## src/verilog/nsc_defs.svh

```systemverilog
// Purpose: constants for the nand status / column command controller
// Assumes: 50 MHz pclk, 32-bit apb register words
// Notes:   offsets are byte addresses of the controller's own registers
`ifndef NSC_DEFS_SVH
`define NSC_DEFS_SVH
// controller register offsets
`define NSC_OFF_CTRL      12'h000
`define NSC_OFF_ADDR      12'h004
`define NSC_OFF_STAT      12'h008
`define NSC_OFF_DATA      12'h00c
`define NSC_OFF_WDATA     12'h010
// ctrl field positions
`define NSC_CTRL_OP_LSB   0
`define NSC_CTRL_GO_BIT   4
`define NSC_CTRL_MULTI    5
// addr field positions: column [15:0], row [39:16] split over two regs
`define NSC_ROW_OFF       12'h014
// opcodes on the nand command cycle
`define NSC_CMD_STATUS    8'h70
`define NSC_CMD_STATUS_EN 8'h78
`define NSC_CMD_READMODE  8'h00
`define NSC_CMD_RDREAD    8'h05
`define NSC_CMD_RDREAD2P  8'h06
`define NSC_CMD_CONFIRM   8'he0
`define NSC_CMD_RDINPUT   8'h85
// status bit positions
`define NSC_SR_RDY        6
`define NSC_SR_ARRAY_READY_FLAG       5
// timing in ns and derived cycles at 20 ns
`define NSC_CLK_NS        20
`define NSC_T_WHR_NS      60
`define NSC_T_ADL_NS      70
`define NSC_T_WP_NS       20
`define NSC_WHR_CYC       ((`NSC_T_WHR_NS + `NSC_CLK_NS - 1) / `NSC_CLK_NS)
`define NSC_ADL_CYC       ((`NSC_T_ADL_NS + `NSC_CLK_NS - 1) / `NSC_CLK_NS)
`define NSC_WP_CYC        ((`NSC_T_WP_NS + `NSC_CLK_NS - 1) / `NSC_CLK_NS)
// reset values
`define NSC_RST_WORD      32'h0000_0000
`endif

```

## src/verilog/nsc_pkg.sv

```systemverilog
// Purpose: types for the nand status / column command controller
// Assumes: nothing beyond the defs header
// Notes:   opcodes and offsets live in nsc_defs.svh
package nsc_pkg;
   // operation chosen by software
   typedef enum logic [2:0] {
      NSC_OP_STATUS, NSC_OP_STATUS_EN, NSC_OP_READMODE,
      NSC_OP_RDREAD, NSC_OP_RDREAD2P, NSC_OP_RDINPUT, NSC_OP_RDBYTE, NSC_OP_WRBYTE
   } nsc_op_t;
   // kind of one bus cycle on the nand pins
   typedef enum logic [1:0] {
      NSC_CYC_CMD, NSC_CYC_ADDR, NSC_CYC_DIN, NSC_CYC_DOUT
   } nsc_cyc_t;
   // request to the pin sequencer
   typedef struct packed {
      nsc_cyc_t   kind;
      logic [7:0] data;
   } nsc_cyc_req_t;
   // nand pin outputs
   typedef struct packed {
      logic       ce_n;
      logic       cle;
      logic       ale;
      logic       we_n;
      logic       re_n;
      logic [7:0] io_o;
      logic       io_oe;
   } nsc_pins_t;
endpackage : nsc_pkg
```

## src/verilog/nsc_ctrl.sv

```systemverilog
// Purpose: host-side controller issuing nand status and column commands
// Assumes: apb slave for software, asynchronous nand pins toward target
// Notes:   one command sequence at a time; software polls busy
`timescale 1ns/1ps
`default_nettype none
`include "nsc_defs.svh"
module nsc_ctrl
   import nsc_pkg::*;
#(
   parameter int WHR_CYC = `NSC_WHR_CYC,
   parameter int ADL_CYC = `NSC_ADL_CYC
)
(
   input  wire logic        pclk,
   input  wire logic        presetn,
   input  wire logic        psel,
   input  wire logic        penable,
   input  wire logic        pwrite,
   input  wire logic [11:0] paddr,
   input  wire logic [31:0] pwdata,
   output logic [31:0]      prdata,
   output logic             pready,
   output logic             pslverr,
   output logic             nand_ce_n,
   output logic             nand_cle,
   output logic             nand_ale,
   output logic             nand_we_n,
   output logic             nand_re_n,
   output logic [7:0]       nand_io_o,
   output logic             nand_io_oe,
   input  wire logic [7:0]  nand_io_i,
   input  wire logic        nand_rb_n
);
   initial
   begin
      if (WHR_CYC < 1 || WHR_CYC > 255 || ADL_CYC < 1 || ADL_CYC > 255)
         $error("nsc_ctrl: wait counts out of range");
   end

   typedef enum logic [2:0] {
      CS_IDLE, CS_ISSUE, CS_WAIT, CS_GAP, CS_FETCH, CS_DONE
   } nsc_cs_t;

   // software registers and sequence state
   logic [31:0]  ctrl_r, ctrl_nxt;
   logic [31:0]  col_r, col_nxt;
   logic [31:0]  row_r, row_nxt;
   logic [7:0]   wdat_r, wdat_nxt;
   logic [7:0]   rdat_r, rdat_nxt;
   logic [7:0]   last_sr_r, last_sr_nxt;
   logic [1:0]   mode_r, mode_nxt;     // 0 none, 1 status, 2 out, 3 in
   logic         err_r, err_nxt;
   logic         sel_ok_r, sel_ok_nxt; // die chosen since interleaving
   nsc_cs_t      cs_r, cs_nxt;
   logic [2:0]   step_r, step_nxt;
   logic [7:0]   gap_r, gap_nxt;

   logic         seq_ready;
   logic         seq_done;
   logic [7:0]   seq_rd;
   nsc_pins_t    pins;
   logic         seq_valid;
   nsc_cyc_req_t seq_req;
   logic         last_step;
   logic [7:0]   gap_need;

   nsc_op_t op;
   assign op = nsc_op_t'(ctrl_r[`NSC_CTRL_OP_LSB +: 3]);

   nsc_pin_seq #(
      .STROBE_CYC (`NSC_WP_CYC)
   ) u_seq (
      .pclk      (pclk),
      .presetn   (presetn),
      .req_valid (seq_valid),
      .req       (seq_req),
      .req_ready (seq_ready),
      .done      (seq_done),
      .rd_data   (seq_rd),
      .io_i      (nand_io_i),
      .pins      (pins)
   );

   // cycle list per operation: one command, columns, rows, optional confirm; byte read/write is one data cycle only
   always_comb
   begin
      seq_req.kind = NSC_CYC_CMD;
      seq_req.data = 8'h00;
      last_step    = 1'b0;
      gap_need     = 8'h00;
      case (op)
         NSC_OP_STATUS:
         begin
            seq_req.data = `NSC_CMD_STATUS;
            last_step    = 1'b1;
            gap_need     = 8'(WHR_CYC);
         end
         NSC_OP_STATUS_EN:
         begin
            if (step_r == 3'd0)
               seq_req.data = `NSC_CMD_STATUS_EN;
            else
            begin
               seq_req.kind = NSC_CYC_ADDR;
               seq_req.data = row_r[8*(step_r-3'd1) +: 8];     // page, block, die
            end
            last_step = (step_r == 3'd3);
            gap_need  = 8'(WHR_CYC);
         end
         NSC_OP_READMODE:
         begin
            seq_req.data = `NSC_CMD_READMODE;
            last_step    = 1'b1;
         end
         NSC_OP_RDREAD, NSC_OP_RDREAD2P:
         begin
            if (step_r == 3'd0)
               seq_req.data = (op == NSC_OP_RDREAD) ? `NSC_CMD_RDREAD : `NSC_CMD_RDREAD2P;
            else if (step_r <= 3'd2)
            begin
               seq_req.kind = NSC_CYC_ADDR;
               seq_req.data = col_r[8*(step_r-3'd1) +: 8];
            end
            else if (op == NSC_OP_RDREAD2P && step_r <= 3'd5)
            begin
               seq_req.kind = NSC_CYC_ADDR;
               seq_req.data = row_r[8*(step_r-3'd3) +: 8];
            end
            else
               seq_req.data = `NSC_CMD_CONFIRM;
            last_step = (op == NSC_OP_RDREAD) ? (step_r == 3'd3) : (step_r == 3'd6);
            gap_need  = 8'(WHR_CYC);
         end
         NSC_OP_RDINPUT:
         begin
            if (step_r == 3'd0)
               seq_req.data = `NSC_CMD_RDINPUT;
            else
            begin
               seq_req.kind = NSC_CYC_ADDR;
               seq_req.data = col_r[8*(step_r-3'd1) +: 8];
            end
            last_step = (step_r == 3'd2);
            gap_need  = 8'(ADL_CYC);
         end
         NSC_OP_RDBYTE:
         begin
            seq_req.kind = NSC_CYC_DOUT;
            last_step    = 1'b1;
         end
         default:
         begin
            seq_req.kind = NSC_CYC_DIN;
            seq_req.data = wdat_r;
            last_step    = 1'b1;
         end
      endcase
   end

   assign seq_valid = (cs_r == CS_ISSUE);

   // apb access and command sequencing
   always_comb
   begin
      ctrl_nxt    = ctrl_r;
      col_nxt     = col_r;
      row_nxt     = row_r;
      wdat_nxt    = wdat_r;
      rdat_nxt    = rdat_r;
      last_sr_nxt = last_sr_r;
      mode_nxt    = mode_r;
      err_nxt     = err_r;
      sel_ok_nxt  = sel_ok_r;
      cs_nxt      = cs_r;
      step_nxt    = step_r;
      gap_nxt     = gap_r;
      if (psel && penable && pwrite && cs_r == CS_IDLE)
      begin
         case (paddr)
            `NSC_OFF_CTRL:
            begin
               ctrl_nxt = pwdata;
               if (pwdata[`NSC_CTRL_GO_BIT])
               begin
                  err_nxt = 1'b0;
                  // in multi-die mode status and column-read ops need the die chosen first
                  if (pwdata[`NSC_CTRL_MULTI] && !sel_ok_r &&
                      (pwdata[2:0] == 3'(NSC_OP_STATUS) || pwdata[2:0] == 3'(NSC_OP_RDREAD) ||
                       pwdata[2:0] == 3'(NSC_OP_RDREAD2P)))
                     err_nxt = 1'b1;
                  else
                  begin
                     cs_nxt   = CS_ISSUE;
                     step_nxt = 3'd0;
                  end
               end
            end
            `NSC_OFF_ADDR:  col_nxt  = pwdata;
            `NSC_ROW_OFF:   row_nxt  = pwdata;
            `NSC_OFF_WDATA: wdat_nxt = pwdata[7:0];
            default: ;
         endcase
      end
      case (cs_r)
         CS_ISSUE:
            if (seq_ready)
               cs_nxt = CS_WAIT;
         CS_WAIT:
            if (seq_done)
            begin
               if (step_r == 3'd0 && seq_req.kind == NSC_CYC_CMD)
                  mode_nxt = 2'd0;
               if (seq_req.kind == NSC_CYC_DOUT)
               begin
                  rdat_nxt = seq_rd;
                  if (mode_r == 2'd1)
                     last_sr_nxt = seq_rd;
               end
               if (last_step)
               begin
                  gap_nxt = gap_need;
                  cs_nxt  = (gap_need == 8'h00) ? CS_DONE : CS_GAP;
               end
               else
               begin
                  step_nxt = step_r + 3'd1;
                  cs_nxt   = CS_ISSUE;
               end
            end
         CS_GAP:
         begin
            if (gap_r <= 8'h01)
               cs_nxt = CS_DONE;
            gap_nxt = gap_r - 8'h01;
         end
         CS_DONE:
         begin
            case (op)
               NSC_OP_STATUS:    mode_nxt = 2'd1;
               NSC_OP_STATUS_EN:
               begin
                  mode_nxt   = 2'd1;
                  sel_ok_nxt = 1'b1;
               end
               NSC_OP_READMODE, NSC_OP_RDREAD, NSC_OP_RDREAD2P: mode_nxt = 2'd2;
               NSC_OP_RDINPUT:   mode_nxt = 2'd3;
               default: ;
            endcase
            if (!ctrl_r[`NSC_CTRL_MULTI])
               sel_ok_nxt = 1'b1;
            ctrl_nxt[`NSC_CTRL_GO_BIT] = 1'b0;
            cs_nxt = CS_IDLE;
         end
         default: ;
      endcase
   end

   always_ff @(posedge pclk or negedge presetn)
   begin
      if (!presetn)
      begin
         ctrl_r    <= `NSC_RST_WORD;
         col_r     <= `NSC_RST_WORD;
         row_r     <= `NSC_RST_WORD;
         wdat_r    <= 8'h00;
         rdat_r    <= 8'h00;
         last_sr_r <= 8'h00;
         mode_r    <= 2'd0;
         err_r     <= 1'b0;
         sel_ok_r  <= 1'b0;
         cs_r      <= CS_IDLE;
         step_r    <= 3'd0;
         gap_r     <= 8'h00;
      end
      else
      begin
         ctrl_r    <= ctrl_nxt;
         col_r     <= col_nxt;
         row_r     <= row_nxt;
         wdat_r    <= wdat_nxt;
         rdat_r    <= rdat_nxt;
         last_sr_r <= last_sr_nxt;
         mode_r    <= mode_nxt;
         err_r     <= err_nxt;
         sel_ok_r  <= sel_ok_nxt;
         cs_r      <= cs_nxt;
         step_r    <= step_nxt;
         gap_r     <= gap_nxt;
      end
   end

   // read mux; zero wait state, unmapped reads zero with slverr
   always_comb
   begin
      prdata  = 32'h0000_0000;
      pslverr = 1'b0;
      case (paddr)
         `NSC_OFF_CTRL:  prdata = ctrl_r;
         `NSC_OFF_ADDR:  prdata = col_r;
         `NSC_ROW_OFF:   prdata = row_r;
         `NSC_OFF_WDATA: prdata = {24'h000000, wdat_r};
         `NSC_OFF_DATA:  prdata = {24'h000000, rdat_r};
         // ready/busy pin follows cache-ready bit, shown beside last status
         `NSC_OFF_STAT:  prdata = {16'h0000, last_sr_r, 2'b00, !nand_rb_n,
                                   sel_ok_r, mode_r, err_r, (cs_r != CS_IDLE)};
         default:        pslverr = psel && penable;
      endcase
   end
   assign pready = 1'b1;

   assign nand_ce_n  = pins.ce_n;
   assign nand_cle   = pins.cle;
   assign nand_ale   = pins.ale;
   assign nand_we_n  = pins.we_n;
   assign nand_re_n  = pins.re_n;
   assign nand_io_o  = pins.io_o;
   assign nand_io_oe = pins.io_oe;
endmodule : nsc_ctrl
`default_nettype wire

```

## src/verilog/nsc_pin_seq.sv

```systemverilog
// Purpose: one asynchronous nand bus cycle (command, address, data in/out)
// Assumes: pin inputs synchronous to pclk
// Notes:   strobe low time is a whole number of clocks
`timescale 1ns/1ps
`default_nettype none
`include "nsc_defs.svh"
module nsc_pin_seq
   import nsc_pkg::*;
#(
   parameter int STROBE_CYC = `NSC_WP_CYC
)
(
   input  wire logic         pclk,
   input  wire logic         presetn,
   input  wire logic         req_valid,
   input  var  nsc_cyc_req_t req,
   output logic              req_ready,
   output logic              done,
   output logic [7:0]        rd_data,
   input  wire logic [7:0]   io_i,
   output nsc_pins_t         pins
);
   initial
   begin
      if (STROBE_CYC < 1 || STROBE_CYC > 255)
         $error("nsc_pin_seq: STROBE_CYC out of range");
   end

   typedef enum logic [1:0] {PS_IDLE, PS_LOW, PS_HIGH} nsc_ps_t;
   nsc_ps_t      st_r, st_nxt;
   logic [7:0]   cnt_r, cnt_nxt;
   nsc_cyc_req_t cur_r, cur_nxt;
   logic [7:0]   rd_r, rd_nxt;
   logic         done_r, done_nxt;

   // strobe low for STROBE_CYC, then high one cycle to finish
   always_comb
   begin
      st_nxt   = st_r;
      cnt_nxt  = cnt_r;
      cur_nxt  = cur_r;
      rd_nxt   = rd_r;
      done_nxt = 1'b0;
      case (st_r)
         PS_IDLE:
         begin
            if (req_valid)
            begin
               cur_nxt = req;
               cnt_nxt = 8'(STROBE_CYC - 1);
               st_nxt  = PS_LOW;
            end
         end
         PS_LOW:
         begin
            if (cnt_r == 8'h00)
            begin
               if (cur_r.kind == NSC_CYC_DOUT)
                  rd_nxt = io_i; // sampled before re rises
               st_nxt = PS_HIGH;
            end
            else
               cnt_nxt = cnt_r - 8'h01;
         end
         PS_HIGH:
         begin
            done_nxt = 1'b1;
            st_nxt   = PS_IDLE;
         end
         default: st_nxt = PS_IDLE;
      endcase
   end

   always_ff @(posedge pclk or negedge presetn)
   begin
      if (!presetn)
      begin
         st_r   <= PS_IDLE;
         cnt_r  <= 8'h00;
         cur_r  <= '0;
         rd_r   <= 8'h00;
         done_r <= 1'b0;
      end
      else
      begin
         st_r   <= st_nxt;
         cnt_r  <= cnt_nxt;
         cur_r  <= cur_nxt;
         rd_r   <= rd_nxt;
         done_r <= done_nxt;
      end
   end

   assign req_ready = (st_r == PS_IDLE);
   assign done      = done_r;
   assign rd_data   = rd_r;

   // cle/ale held through the whole cycle, io driven only on host writes
   always_comb
   begin
      pins.ce_n  = 1'b0;
      pins.cle   = (st_r != PS_IDLE) && (cur_r.kind == NSC_CYC_CMD);
      pins.ale   = (st_r != PS_IDLE) && (cur_r.kind == NSC_CYC_ADDR);
      pins.we_n  = !((st_r == PS_LOW) && (cur_r.kind != NSC_CYC_DOUT));
      pins.re_n  = !((st_r == PS_LOW) && (cur_r.kind == NSC_CYC_DOUT));
      pins.io_o  = cur_r.data;
      pins.io_oe = (st_r != PS_IDLE) && (cur_r.kind != NSC_CYC_DOUT);
   end
endmodule : nsc_pin_seq
`default_nettype wire

```

## config.mk

```make
export PLATFORM = sky130hd
export DESIGN_NAME = nsc_ctrl
export DESIGN_NICKNAME = d
export VERILOG_FILES = /design/src/verilog/nsc_pkg.sv /design/src/verilog/nsc_ctrl.sv /design/src/verilog/nsc_pin_seq.sv
export VERILOG_INCLUDE_DIRS = /design/src /design/src/verilog
export SDC_FILE = /design/constraint.sdc
export NUM_CORES = 1
export LEC_CHECK = 0
export BUFFER_PORTS_ARGS = -buffer_cell sky130_fd_sc_hd__buf_4
export CAP_MARGIN = 30
export CORE_UTILIZATION = 40
export DETAILED_ROUTE_END_ITERATION = 8
export GPL_ROUTABILITY_DRIVEN = 1
export GPL_TIMING_DRIVEN = 0
export PLACE_DENSITY = 0.6
export RECOVER_POWER = 50
export SETUP_SLACK_MARGIN = 0.15
export SYNTH_ARGS = -nofsm -noshare
export SYNTH_HDL_FRONTEND = slang
export SYNTH_SLANG_ARGS = --single-unit
```

## constraint.sdc

```tcl
create_clock -name pclk -period 4.17 [get_ports pclk]
set_input_delay 1.0425 -clock pclk [delete_from_list [all_inputs] [get_ports pclk]]
set_output_delay 1.0425 -clock pclk [all_outputs]
set_load 0.005 [all_outputs]
```

; ---- Word level (Yosys, flattened, before mapping)
; Cells that the tools add are included.
[word_totals]
wordCells = 176
regBits = 167
inputBits = 58
[classes]
eq_ne = 35
magnitude_cmp = 3
mux = 53
addsub = 5
shifts = 3
reduce_logical = 58
[op_table]
columns = cell, count
row1 = case mux 32 bit (6 select lines), 1
row2 = indexed part select 32 x 33 -> 8 bit, 3
row3 = 2-to-1 mux 8 bit, 8
row4 = 2-to-1 mux 3 bit, 16
row5 = case mux 8 bit (5 select lines), 1
row6 = case mux 8 bit (2 select lines), 2
row7 = "equality test 12 x 4 -> 1 bit, second input constant", 2
row8 = "equality test 12 x 5 -> 1 bit, second input constant", 2
row9 = "equality test 3 x 2 -> 1 bit, second input constant", 7
row10 = "equality test 3 bit, second input constant", 6
row11 = zero test 8 bit, 2
row12 = AND reduction 2 bit, 8
row13 = "subtractor 8 x 1 -> 8 bit, second input constant", 2
row14 = AND reduction 3 bit, 5
row15 = "equality test 12 x 3 -> 1 bit, second input constant", 1
row16 = logical AND 1 bit, 12
row17 = zero test 12 bit, 1
row18 = zero test 3 bit, 4
row19 = 2-to-1 mux 2 bit, 6
row20 = case mux 3 bit (4 select lines), 1
row21 = nonzero test 2 bit, 6
row22 = 2-to-1 mux 10 bit, 1
row23 = 2-to-1 mux 5 bit, 2
row24 = OR reduction 2 bit, 5
row25 = other kinds (26), 53

; ---- Longest topological paths before layout
; Gate-level depths: netlist (run 1).
[depth]
depth_word = 11
ltp_mapped = 10
mapped_depth_nobuf = 7

; ---- Hierarchy
; From an unflattened synthesis (run 1), not the netlist that was laid out.
[unflattened]
hier_cells = 841
hier_area_um2 = 9566.7
[modules_own_cells]
columns = mod, n_inst, cells_per_inst, area_per_inst_um2
row1 = nsc_ctrl, 1, 729, 8171.6
row2 = nsc_pin_seq, 1, 112, 1395.1

; ---- Worst setup path before layout (run 1)
; No wires, ideal clock.
[synth_path]
path_type = input -> output
start = input port paddr[9]
end = output port prdata[20]
n_path_buf = 3
stages = 8
slack_ns = 0.172
required_time_ns = 3.128
arrival_ns = 2.956
cell_sequence = or4_1 buf_2 or3_4 buf_6 nor2_8 buf_1 a221oi_1 a21oi_1
[synth_via]
elab_chain_cells = 2
[synth_lines]
columns = element, line
row1 = from (decl), nsc_ctrl.sv:19  ; input wire logic [11:0] paddr,
row2 = "equality test 12 x 4 -> 1 bit, or another cell as far along", nsc_ctrl.sv:297  ; case (paddr)
row3 = case mux 32 bit (6 select lines) (*), nsc_ctrl.sv:297
row4 = to (decl), nsc_ctrl.sv:21  ; output logic [31:0] prdata,
; Every way passes the cells marked *; elsewhere a longest branch is shown, timed or not.

; ---- Worst setup path in the final report (run 1)
[layout_path]
start = input port paddr[10]
end = output port prdata[20]
; Same word-level chain as after synthesis.

==> run_results.csv, run 1 <==
group,metric,value,unit
setup_path,crit_chain,"buf_6 -> or4_4 -> buf_6 -> or3_4 -> buf_8 -> nor2_8 -> buf_12 -> buf_8 -> a221oi_1 -> a21oi_2 -> buf_4",
timing,fin_skew,13.2,ps
routing,drtIter0Drc,682,
setup_path,crit_required,3130,ps
setup_path,crit_start,"paddr[10]",
global_route,first_global_vias,7900,
clocking,cts-buffers-inserted,17,
floorplan,num_rows,55,
clocking,cts_tree,"built",
pwr,finalPower,0.00343,W
floorplan,dieArea,23800,µm²
cells_and_area,nNetsFinal,1109,
hold_path,hp-class,"reg -> reg",
global_route,overflow,0,
timing,finalMaxSlewViolations,54,
cells_and_area,fillCellCount,2097,
floorplan,die_x,154,µm
clocking,clock_latency,440,ps
clocking,postCtsHoldBufs,0,
routing,wl,30.2,mm
placed_design,io_buffer_count,103,
routing,viasPerCell,5.85,
global_route,grt_pass1_wl,46.7,mm
logic_synthesis,ys_seq_area_share,45.1,%
clocking,clock_path_buffers,2,
timing,clock.fmax,240,MHz
setup_path,r2r_cells,9,
logic_synthesis,synthArstFlopShare,100,%
pwr,ir_drop,0.256,mV
floorplan,start_util,40.9,%
logic_synthesis,synth-edff-count,0,
global_route,grt_max_degree,115,
floorplan,io_pins,106,
setup_path,critPathCaptureType,"output port",
pwr,pwr_density_cell,298,nW/µm²
timing,finalHoldViolCount,0,
setup_path,critical_path_class,"in -> out",
logic_synthesis,ys_seq_elements,167,
setup_path,r2r-start,"step_r[0]$_DFF_PN0_",
status,status,"finished, violations left",
clocking,cts_max_level,4,
logic_synthesis,yosysTopAreaCellShare,45.1,%
global_route,track_usage,26.3,%
job,drv_cap,1,
timing,fin_crit,4160,ps
clocking,clkTransAtPathRegs,70,ps
setup_path,critPathSlowestCell,"or4_4",
placed_design,dp_hpwl,21.8,mm
logic_synthesis,synth_area_leader_cell,"dfrtp_1",
logic_synthesis,syn_inst,899,
floorplan,core_area,22600,µm²
logic_synthesis,ys.flop_type,"dfrtp_1",
clocking,clockRootBuffer,"clkbuf_16",
logic_synthesis,ys_warn_count,0,
setup_path,cp.arrival,3120,ps
cells_and_area,antenna_cells,0,
routing,wl_per_cell,22.6,µm
floorplan,die_y,154,µm
timing,maxSlewHeadroom,-104,%
logic_synthesis,yosysMostFrequentCell,"dfrtp_1",
logic_synthesis,synth_cell_types,76,
placed_design,gp_congestion,0.970,
setup_path,startpoint_type,"input pin",
timing,finalSetupViolCount,0,
status,violations,"capacitance limit, slew limit",
timing,tightest_slew,3070,ps
routing,drc,0,
logic_synthesis,synth_common_cells,"167 x dfrtp_1, 154 x nand2_1, 45 x o21ai_0",
logic_synthesis,synth_area_per_cell,10.3,µm²
pwr,leakage,5.53,nW
timing,rsz0062_at_grt,"yes",
setup_path,endpoint,"prdata[20]",
logic_synthesis,syn-num-nets,967,
cells_and_area,area_growth,24.1,%
cells_and_area,drive_gt1_share,30.3,%
routing,ant_nets,0,
timing,timing.final.crit_share,99.8,%
setup_path,r2r_slack,240,ps
timing,tns,0,ps
timing,whs,467,ps
routing,vias,7828,
logic_synthesis,synth_area_leaders,"dfrtp_1 45%, nand2_1 6.2%, mux2_2 5.4%",
setup_path,r2r_end,"u_seq.pins[6]$_DFFE_PN0P_",
setup_path,crit_path_max_fanout,8,
logic_synthesis,synth_area,9260,µm²
global_route,antenna_found_initial,0,
routing,drtPass1Iterations,5,
setup_path,crit_path_max_incr_delay,520,ps
clocking,clock-sinks,167,
==> what timing repair did <==
item,in CTS,in global routing
hold endpoints to repair,0,0
gates resized for setup,62,22
gates cloned,3,0
setup endpoints to repair,33,31
buffers inserted,13,0
pin swaps,13,11
==> how the worst min path moves through the flow <==
stage / depth (start not counted) / slack, ps / endpoint / startpoint
after floorplan: 2 / 440 / ctrl_r[6]$_DFFE_PN0P_ / ctrl_r[6]$_DFFE_PN0P_
after global placement: 2 / 450 / ctrl_r[7]$_DFFE_PN0P_ / ctrl_r[7]$_DFFE_PN0P_
after detailed placement: 2 / 460 / ctrl_r[7]$_DFFE_PN0P_ / ctrl_r[7]$_DFFE_PN0P_
after CTS: 2 / 470 / ctrl_r[7]$_DFFE_PN0P_ / ctrl_r[7]$_DFFE_PN0P_
after global routing: 2 / 490 / ctrl_r[26]$_DFFE_PN0P_ / ctrl_r[26]$_DFFE_PN0P_
final: 2 / 470 / ctrl_r[7]$_DFFE_PN0P_ / ctrl_r[7]$_DFFE_PN0P_
==> kinds of logic (layout without fill, tap and decap cells) <==
family	Yosys count	in the layout	share of synthesized area, %
compound gates	193	193	14.4
xor+xnor	12	12	1.14
fa+ha+maj	11	11	1.46
buf+inv	82	237	4.16
flops	167	167	45.1
mux	130	130	17.8
other cells	2	2	0.0811
simple gates	302	302	15.9
==> routing by layer <==
layer	GRT usage, %	up-vias	wire, µm
li1	-	3567	-
met1	36.6	3952	13500
met2	41.3	257	14300
met3	4.34	52	1680
met4	9.67	0	786
met5	0	-	0
==> layout make-up <==
| cell class | instances | area, µm² | area share, % |
|---|---|---|---|
| plain buffers | 67 | 385 | 3.35 |
| clock buffers | 19 | 433 | 3.77 |
| clock inverters | 13 | 163 | 1.42 |
| inverters | 15 | 56.3 | 0.490 |
| multi-input cells | 650 | 4870 | 42.4 |
| flip-flops and latches | 167 | 4180 | 36.4 |
| well taps | 285 | 357 | 3.10 |
| repair buffers | 123 | 1050 | 9.10 |
==> critical path: cells and delay by family <==
kind                   cells  cell delay, ps
and+or+nand+nor            3             940
buffers and inverters      6             830
AOI/OAI and AO/OA          2             300
==> placed cells by master, fill, tap and decap left out, types with 7 or more instances in the layout <==
master     count
a21oi_1       28
a21oi_2        9
a221oi_1      18
a221oi_2      12
a22oi_1       24
buf_2          9
buf_4        112
buf_6          8
clkbuf_1      39
clkbuf_16     17
clkbuf_4       9
dfrtp_1      167
ha_1          10
inv_1         15
mux2_1        30
mux2_2        44
mux2_4        30
mux2i_1       18
mux4_2         8
nand2_1      153
nand2b_1       8
nand3_1       16
nor2_1        41
nor2b_1       11
nor3_1        11
nor4_1         9
o21ai_0       34
o21ai_2        7
or2_2          8
xnor2_1        7
==> where the power goes <==
part / total (W) / internal (W) / switching, W / leakage (nW)
Sequential: 0.00162 / 0.00162 / 0.00000164 / 2.31
Combinational: 0.000169 / 0.0000705 / 0.0000983 / 2.93
Clock: 0.00164 / 0.000903 / 0.000733 / 0.286
Total: 0.00343 / 0.00259 / 0.000833 / 5.53
==> through the flow <==
| stage | instance area (µm²) | setup slack (ps) | util (%) | std cells |
|---|---|---|---|---|
| floorplan | 9260 | 172 | - | 899 |
| global placement | 10400 | -752 | 45.9 | 1287 |
| detailed placement | 10400 | -567 | 46.1 | 1290 |
| CTS | 11500 | 40.9 | 50.6 | 1338 |
| global route | 11500 | -24.7 | 50.8 | 1339 |
| finish | 11500 | 9.17 | 50.8 | 1339 |
==> sequential cells by signal, indices dropped and copies added (netlist names), 2 cells and up <==
register       cells
u_seq.pins         8
ctrl_r            32
u_seq.cnt_r        8
u_seq.rd_data      8
rdat_r             8
mode_r             2
u_seq.cur_r        2
gap_r              8
step_r             3
cs_r               3
last_sr_r          8
row_r             32
u_seq.st_r         2
col_r             32
wdat_r             8
Note: power is estimated with default switching activity, not from simulation.
==> run 2: changes to the inputs <==
CTS_BUF_LIST = sky130_fd_sc_hd__clkbuf_4 sky130_fd_sc_hd__clkbuf_8 sky130_fd_sc_hd__clkbuf_16   (was unset)
==> run_results.csv, run 2 (synthesis results as in run 1) <==
group,metric,value,unit
status,status,"finished, violations left",
status,violations,"capacitance limit, slew limit",
pwr,finalPower,0.00344,W
floorplan,io_pins,106,
routing,vias,7838,
pwr,intPower,0.00261,W
setup_path,crit_path_max_fanout,8,
setup_path,startpoint_type,"input pin",
timing,tightest_slew,3070,ps
routing,drtPass1Iterations,5,
placed_design,numPlacedInstances,1290,
cells_and_area,area_growth,24.2,%
global_route,antenna_found_initial,0,
floorplan,core_area,22600,µm²
timing,tns,0,ps
placed_design,place_area,10400,µm²
placed_design,dp_hpwl,21.8,mm
pwr,ir_drop,0.256,mV
setup_path,critical_path_class,"in -> out",
setup_path,crit_required,3130,ps
setup_path,crit_chain,"buf_6 -> or4_4 -> buf_6 -> or3_4 -> buf_8 -> nor2_8 -> buf_12 -> buf_8 -> a221oi_1 -> a21oi_2 -> buf_4",
routing,wl_per_cell,22.6,µm
floorplan,die_y,154,µm
timing,finalHoldViolCount,0,
routing,ant_nets,0,
pwr,combPwrFrac,4.9,%
timing,finalSetupViolCount,0,
clocking,clkTransAtPathRegs,70,ps
pwr,sw_frac_of_total,24.3,%
global_route,grt_pass1_wl,46.7,mm
floorplan,start_util,40.9,%
pwr,switchingPower,0.000838,W
placed_design,gp_congestion,0.970,
timing,fin_crit,4160,ps
cells_and_area,final_common_cell,"dfrtp_1",
routing,wl,30.3,mm
timing,fin_skew,13.4,ps
global_route,first_global_vias,7897,
timing,finalMaxSlewViolations,54,
cells_and_area,reg_top3,"col_r (32), ctrl_r (32), row_r (32)",
job,drv_cap,1,
pwr,pwr_density_cell,300,nW/µm²
setup_path,cp.arrival,3110,ps
cells_and_area,instances_no_fill,1339,
global_route,overflow,0,
clocking,cts_max_level,4,
clocking,postCtsHoldBufs,0,
cells_and_area,nNetsFinal,1109,
floorplan,die_x,154,µm
global_route,track_usage,26.3,%
timing,rsz0062_at_grt,"yes",
clocking,cts_tree,"built",
cells_and_area,drive_gt1_share,30.5,%
setup_path,critPathSlowestCell,"or4_4",
hold_path,hp-class,"reg -> reg",
cells_and_area,utilization,50.8,%
cells_and_area,antenna_cells,0,
routing,drtIter0Drc,731,
setup_path,critPathCaptureType,"output port",
routing,viasPerCell,5.85,
placed_design,io_buffer_count,103,
timing,maxSlewHeadroom,-105,%
floorplan,num_rows,55,
pwr,p_seq_share,47.1,%
timing,timing.final.crit_share,99.7,%
pwr,pwr-share-clk,48.0,%
floorplan,dieArea,23800,µm²
cells_and_area,fillCellCount,2096,
cells_and_area,design_area,11500,µm²
clocking,clock_path_buffers,2,
clocking,cts-buffers-inserted,17,
clocking,clock_latency,440,ps
pwr,leakage,5.54,nW
clocking,clockRootBuffer,"clkbuf_16",
timing,clock.fmax,241,MHz
routing,drc,0,
cells_and_area,layout_common_cells,"167 x dfrtp_1, 153 x nand2_1, 112 x buf_4",
global_route,grt_max_degree,115,
clocking,clock-sinks,167,
setup_path,crit_path_max_incr_delay,520,ps
==> run 2: worst max-delay path: cells and delay by family <==
family / cells / cell delay, ps
and+or+nand+nor: 3 / 940
buffers and inverters: 6 / 830
AOI/OAI and AO/OA: 2 / 300
==> run 2: path summary, 6_finish.rpt <==
kind / startpoint / to / slack, ps / cells past startpoint
setup / recovery: paddr[10] / prdata[20] / 10 / 11
hold / removal: ctrl_r[7]$_DFFE_PN0P_ / ctrl_r[7]$_DFFE_PN0P_ / 470 / 2
hold reg to reg: ctrl_r[7]$_DFFE_PN0P_ / ctrl_r[7]$_DFFE_PN0P_ / 470 / 2
min in group asynchronous: presetn / gap_r[3]$_DFFE_PN0P_ / 1600 / 1
setup reg to reg: step_r[0]$_DFF_PN0_ / u_seq.pins[6]$_DFFE_PN0P_ / 170 / 9
max in group asynchronous: presetn / row_r[22]$_DFFE_PN0P_ / 810 / 1
==> run 2: power by group through the flow <==
stage | Sequential [W] | Combinational, W | Clock (W)
6_report | 0.00162 | 0.000169 | 0.00165
5_1_grt | 0.00162 | 0.000186 | 0.00175
4_1_cts | 0.00162 | 0.000170 | 0.00167
2_1_floorplan | 0.00165 | 0.0000404 | 0
3_5_place_dp | 0.00165 | 0.000161 | 0
3_3_place_gp | 0.00165 | 0.000156 | 0
==> run 2: what timing repair did <==
item | CTS | global route
resized for setup | 62 | 22
endpoints found under the setup margin | 33 | 31
gates cloned | 3 | 0
pin swaps | 13 | 11
buffers inserted | 13 | 0
==> run 2: final cells by class <==
type	count	area (µm²)	area share, %
Buffer	67	385	3.35
Clock buffer	19	440	3.83
Clock inverter	13	163	1.41
Inverter	15	56.3	0.490
Multi-Input combinational cell	650	4870	42.4
Sequential cell	167	4180	36.3
Tap cell	285	357	3.10
Timing Repair Buffer	123	1050	9.10
==> run 2: metal layers <==
layer	track usage, %	share of wire, %	vias to the layer above
li1	-	-	3563
met3	4.34	6.1	53
met4	9.67	2.9	0
met5	0	0	-
met2	41.3	47	283
met1	36.6	44	3939
==> run 2: through the flow <==
| step | hold slack (ps) | worst slack, ps |
|---|---|---|
| finish | 467 | 13.6 |
| global route | 486 | -24.7 |
| CTS | 470 | 40.9 |
| detailed placement | 455 | -567 |
| global placement | 451 | -752 |
| floorplan | 438 | 172 |
==> run 3: changes to the inputs <==
SYNTH_HIERARCHICAL = 1   (was unset)
==> run_results.csv, run 3 <==
group,metric,value,unit
global_route,grt_pass1_wl,43.2,mm
global_route,track_usage,23.9,%
setup_path,crit_path_max_fanout,5,
timing,finalSetupViolCount,0,
cells_and_area,final_common_cell,"dfrtp_1",
pwr,combPwrFrac,4.4,%
cells_and_area,drive_gt1_share,36.2,%
clocking,postCtsHoldBufs,0,
cells_and_area,area_growth,20.9,%
logic_synthesis,synth_area_per_cell,11.4,µm²
clocking,clock_latency,440,ps
logic_synthesis,syn_inst,841,
global_route,overflow,0,
logic_synthesis,synth_area_leaders,"dfrtp_1 44%, mux2_2 12%, mux2_4 6.0%",
routing,drtIter0Drc,712,
hold_path,hold_depth,1,
clocking,clkTransAtPathRegs,60,ps
pwr,switchingPower,0.000857,W
placed_design,dp_hpwl,21.0,mm
cells_and_area,instances_no_fill,1304,
cells_and_area,reg_top3,"col_r (32), ctrl_r (32), row_r (32)",
timing,tightest_slew,1800,ps
timing,clock.fmax,242,MHz
logic_synthesis,synth_cell_types,73,
pwr,finalPower,0.00340,W
logic_synthesis,synth-edff-count,0,
logic_synthesis,ys_seq_area_share,43.7,%
setup_path,startpoint_type,"input pin",
timing,finalMaxSlewViolations,71,
logic_synthesis,yosysTopAreaCellShare,43.7,%
routing,wl,27.9,mm
cells_and_area,antenna_cells,0,
logic_synthesis,synth_area_leader_cell,"dfrtp_1",
floorplan,dieArea,24500,µm²
logic_synthesis,ys_seq_elements,167,
pwr,sw_frac_of_total,25.2,%
routing,wl_per_cell,21.4,µm
timing,fin_crit,4130,ps
setup_path,crit_required,3130,ps
floorplan,num_rows,56,
timing,whs,507,ps
timing,maxSlewHeadroom,-19.9,%
global_route,first_global_vias,7149,
logic_synthesis,syn-num-nets,911,
global_route,grt_max_degree,99,
hold_path,min-delay-start,"u_seq/pins[7]$_DFFE_PN0P_",
pwr,intPower,0.00254,W
pwr,pwr-share-clk,47.7,%
clocking,cts_max_level,4,
floorplan,core_area,23500,µm²
timing,finalHoldViolCount,0,
hold_path,holdPathEnd,"u_seq/pins[7]$_DFFE_PN0P_",
routing,drc,0,
placed_design,numPlacedInstances,1263,
setup_path,r2r_slack,250,ps
floorplan,start_util,40.8,%
cells_and_area,layout_common_cells,"167 x dfrtp_1, 99 x buf_4, 98 x mux2_2",
timing,fin_skew,12.5,ps
routing,ant_nets,0,
floorplan,io_pins,106,
clocking,clock_path_buffers,2,
cells_and_area,fillCellCount,2151,
logic_synthesis,ys_warn_count,6,
logic_synthesis,yosysMostFrequentCell,"dfrtp_1",
routing,drtPass1Iterations,5,
timing,timing.final.crit_share,98.9,%
setup_path,r2r_cells,9,
clocking,cts-buffers-inserted,17,
hold_path,hp-class,"reg -> reg",
routing,vias,7383,
placed_design,io_buffer_count,102,
placed_design,gp_congestion,0.974,
logic_synthesis,synth_area,9570,µm²
setup_path,cp.arrival,3080,ps
logic_synthesis,synthArstFlopShare,100,%
setup_path,r2r_end,"last_sr_r[1]$_DFFE_PN0P_",
status,status,"finished, violations left",
setup_path,critPathCaptureType,"output port",
status,violations,"capacitance limit, slew limit",
pwr,ir_drop,0.207,mV
setup_path,critical_path_class,"in -> out",
setup_path,r2r-start,"step_r[0]$_DFF_PN0_",
floorplan,die_y,157,µm
routing,viasPerCell,5.66,
pwr,leakage,5.62,nW
clocking,clockRootBuffer,"clkbuf_16",
timing,rsz0062_at_grt,"yes",
job,drv_cap,1,
pwr,pwr_density_cell,294,nW/µm²
clocking,cts_tree,"built",
floorplan,die_x,157,µm
cells_and_area,nNetsFinal,1042,
pwr,p_seq_share,47.9,%
global_route,antenna_found_initial,0,
clocking,clock-sinks,167,
logic_synthesis,synth_common_cells,"167 x dfrtp_1, 98 x mux2_2, 57 x nand2_1",
logic_synthesis,ys.flop_type,"dfrtp_1",
[run 3: kinds of logic after synthesis]
| kind of cell | count (synthesis) | share of synthesized area [%] |
|---|---|---|
| flip-flops | 167 | 43.7 |
| buffers and inverters | 99 | 5.58 |
| AND/OR/NAND/NOR | 208 | 11.8 |
| AO/OA/AOI/OAI | 163 | 12.3 |
| multiplexers | 184 | 24.4 |
| adder cells (fa/ha/maj) | 12 | 1.57 |
| XOR/XNOR | 6 | 0.549 |
| other | 2 | 0.0785 |
[run 3: per-layer routing]
layer  track usage, %  routed length [µm]  part of all wire, %
met3             4.71                1580                  5.7
met5                0                   0                    0
met2             37.1               13100                   47
met4             9.10                 755                  2.7
met1             32.7               12500                   45
[run 3: area by class of cell]
cell class	count	area, µm²	area share, %
Inverter	32	120	1.04
Buffer	67	445	3.85
Tap cell	319	399	3.45
Timing Repair Buffer	112	945	8.17
Clock inverter	15	183	1.58
Sequential cell	167	4180	36.1
Multi-Input combinational cell	575	4870	42.1
Clock buffer	17	425	3.68
[run 3: worst max-delay path by stage]
stage	start	to	slack (ps)	depth (start not counted)
2_1_floorplan	paddr[7]	prdata[17]	290	7
3_3_place_gp	paddr[7]	prdata[21]	-430	9
3_5_place_dp	paddr[7]	prdata[21]	-420	9
4_1_cts	paddr[8]	prdata[2]	40	10
5_1_grt	paddr[8]	prdata[16]	-30	11
6_report	paddr[8]	prdata[2]	40	10
[run 3: power groups by stage]
stage | Clock [W] | Combinational [W] | Sequential [W]
floorplan | 0 | 0.0000461 | 0.00166
finish | 0.00162 | 0.000148 | 0.00163
CTS | 0.00166 | 0.000154 | 0.00163
global route | 0.00172 | 0.000164 | 0.00163
detailed placement | 0 | 0.000153 | 0.00166
global placement | 0 | 0.000148 | 0.00166
[run 3: per-stage QoR]
step           instance area (µm²)  TNS [ps]  util (%)  setup slack (ps)
2_1_floorplan                 9570         0         -               290
3_3_place_gp                 10700     -9490      45.7              -428
3_5_place_dp                 10800    -10130      45.9              -417
4_1_cts                      11500         0      49.2              42.7
5_1_grt                      11600      -125      49.3             -25.9
6_report                     11600         0      49.3              44.7
[run 3: what timing repair did]
action | CTS | global route
setup buffers | 7 | 0
cloned | 2 | 0
pin swaps | 17 | 1
endpoints found under the setup margin | 47 | 25
gates resized for setup | 16 | 13
[run 3: critical path, cell delays in order]
cell and delay [ps]:
buf_6 90, or4_4 530, or3_4 400, buf_6 130, nor4b_4 250, buf_12 180, buf_12 110, buf_16 100
a22o_1 150, buf_4 110
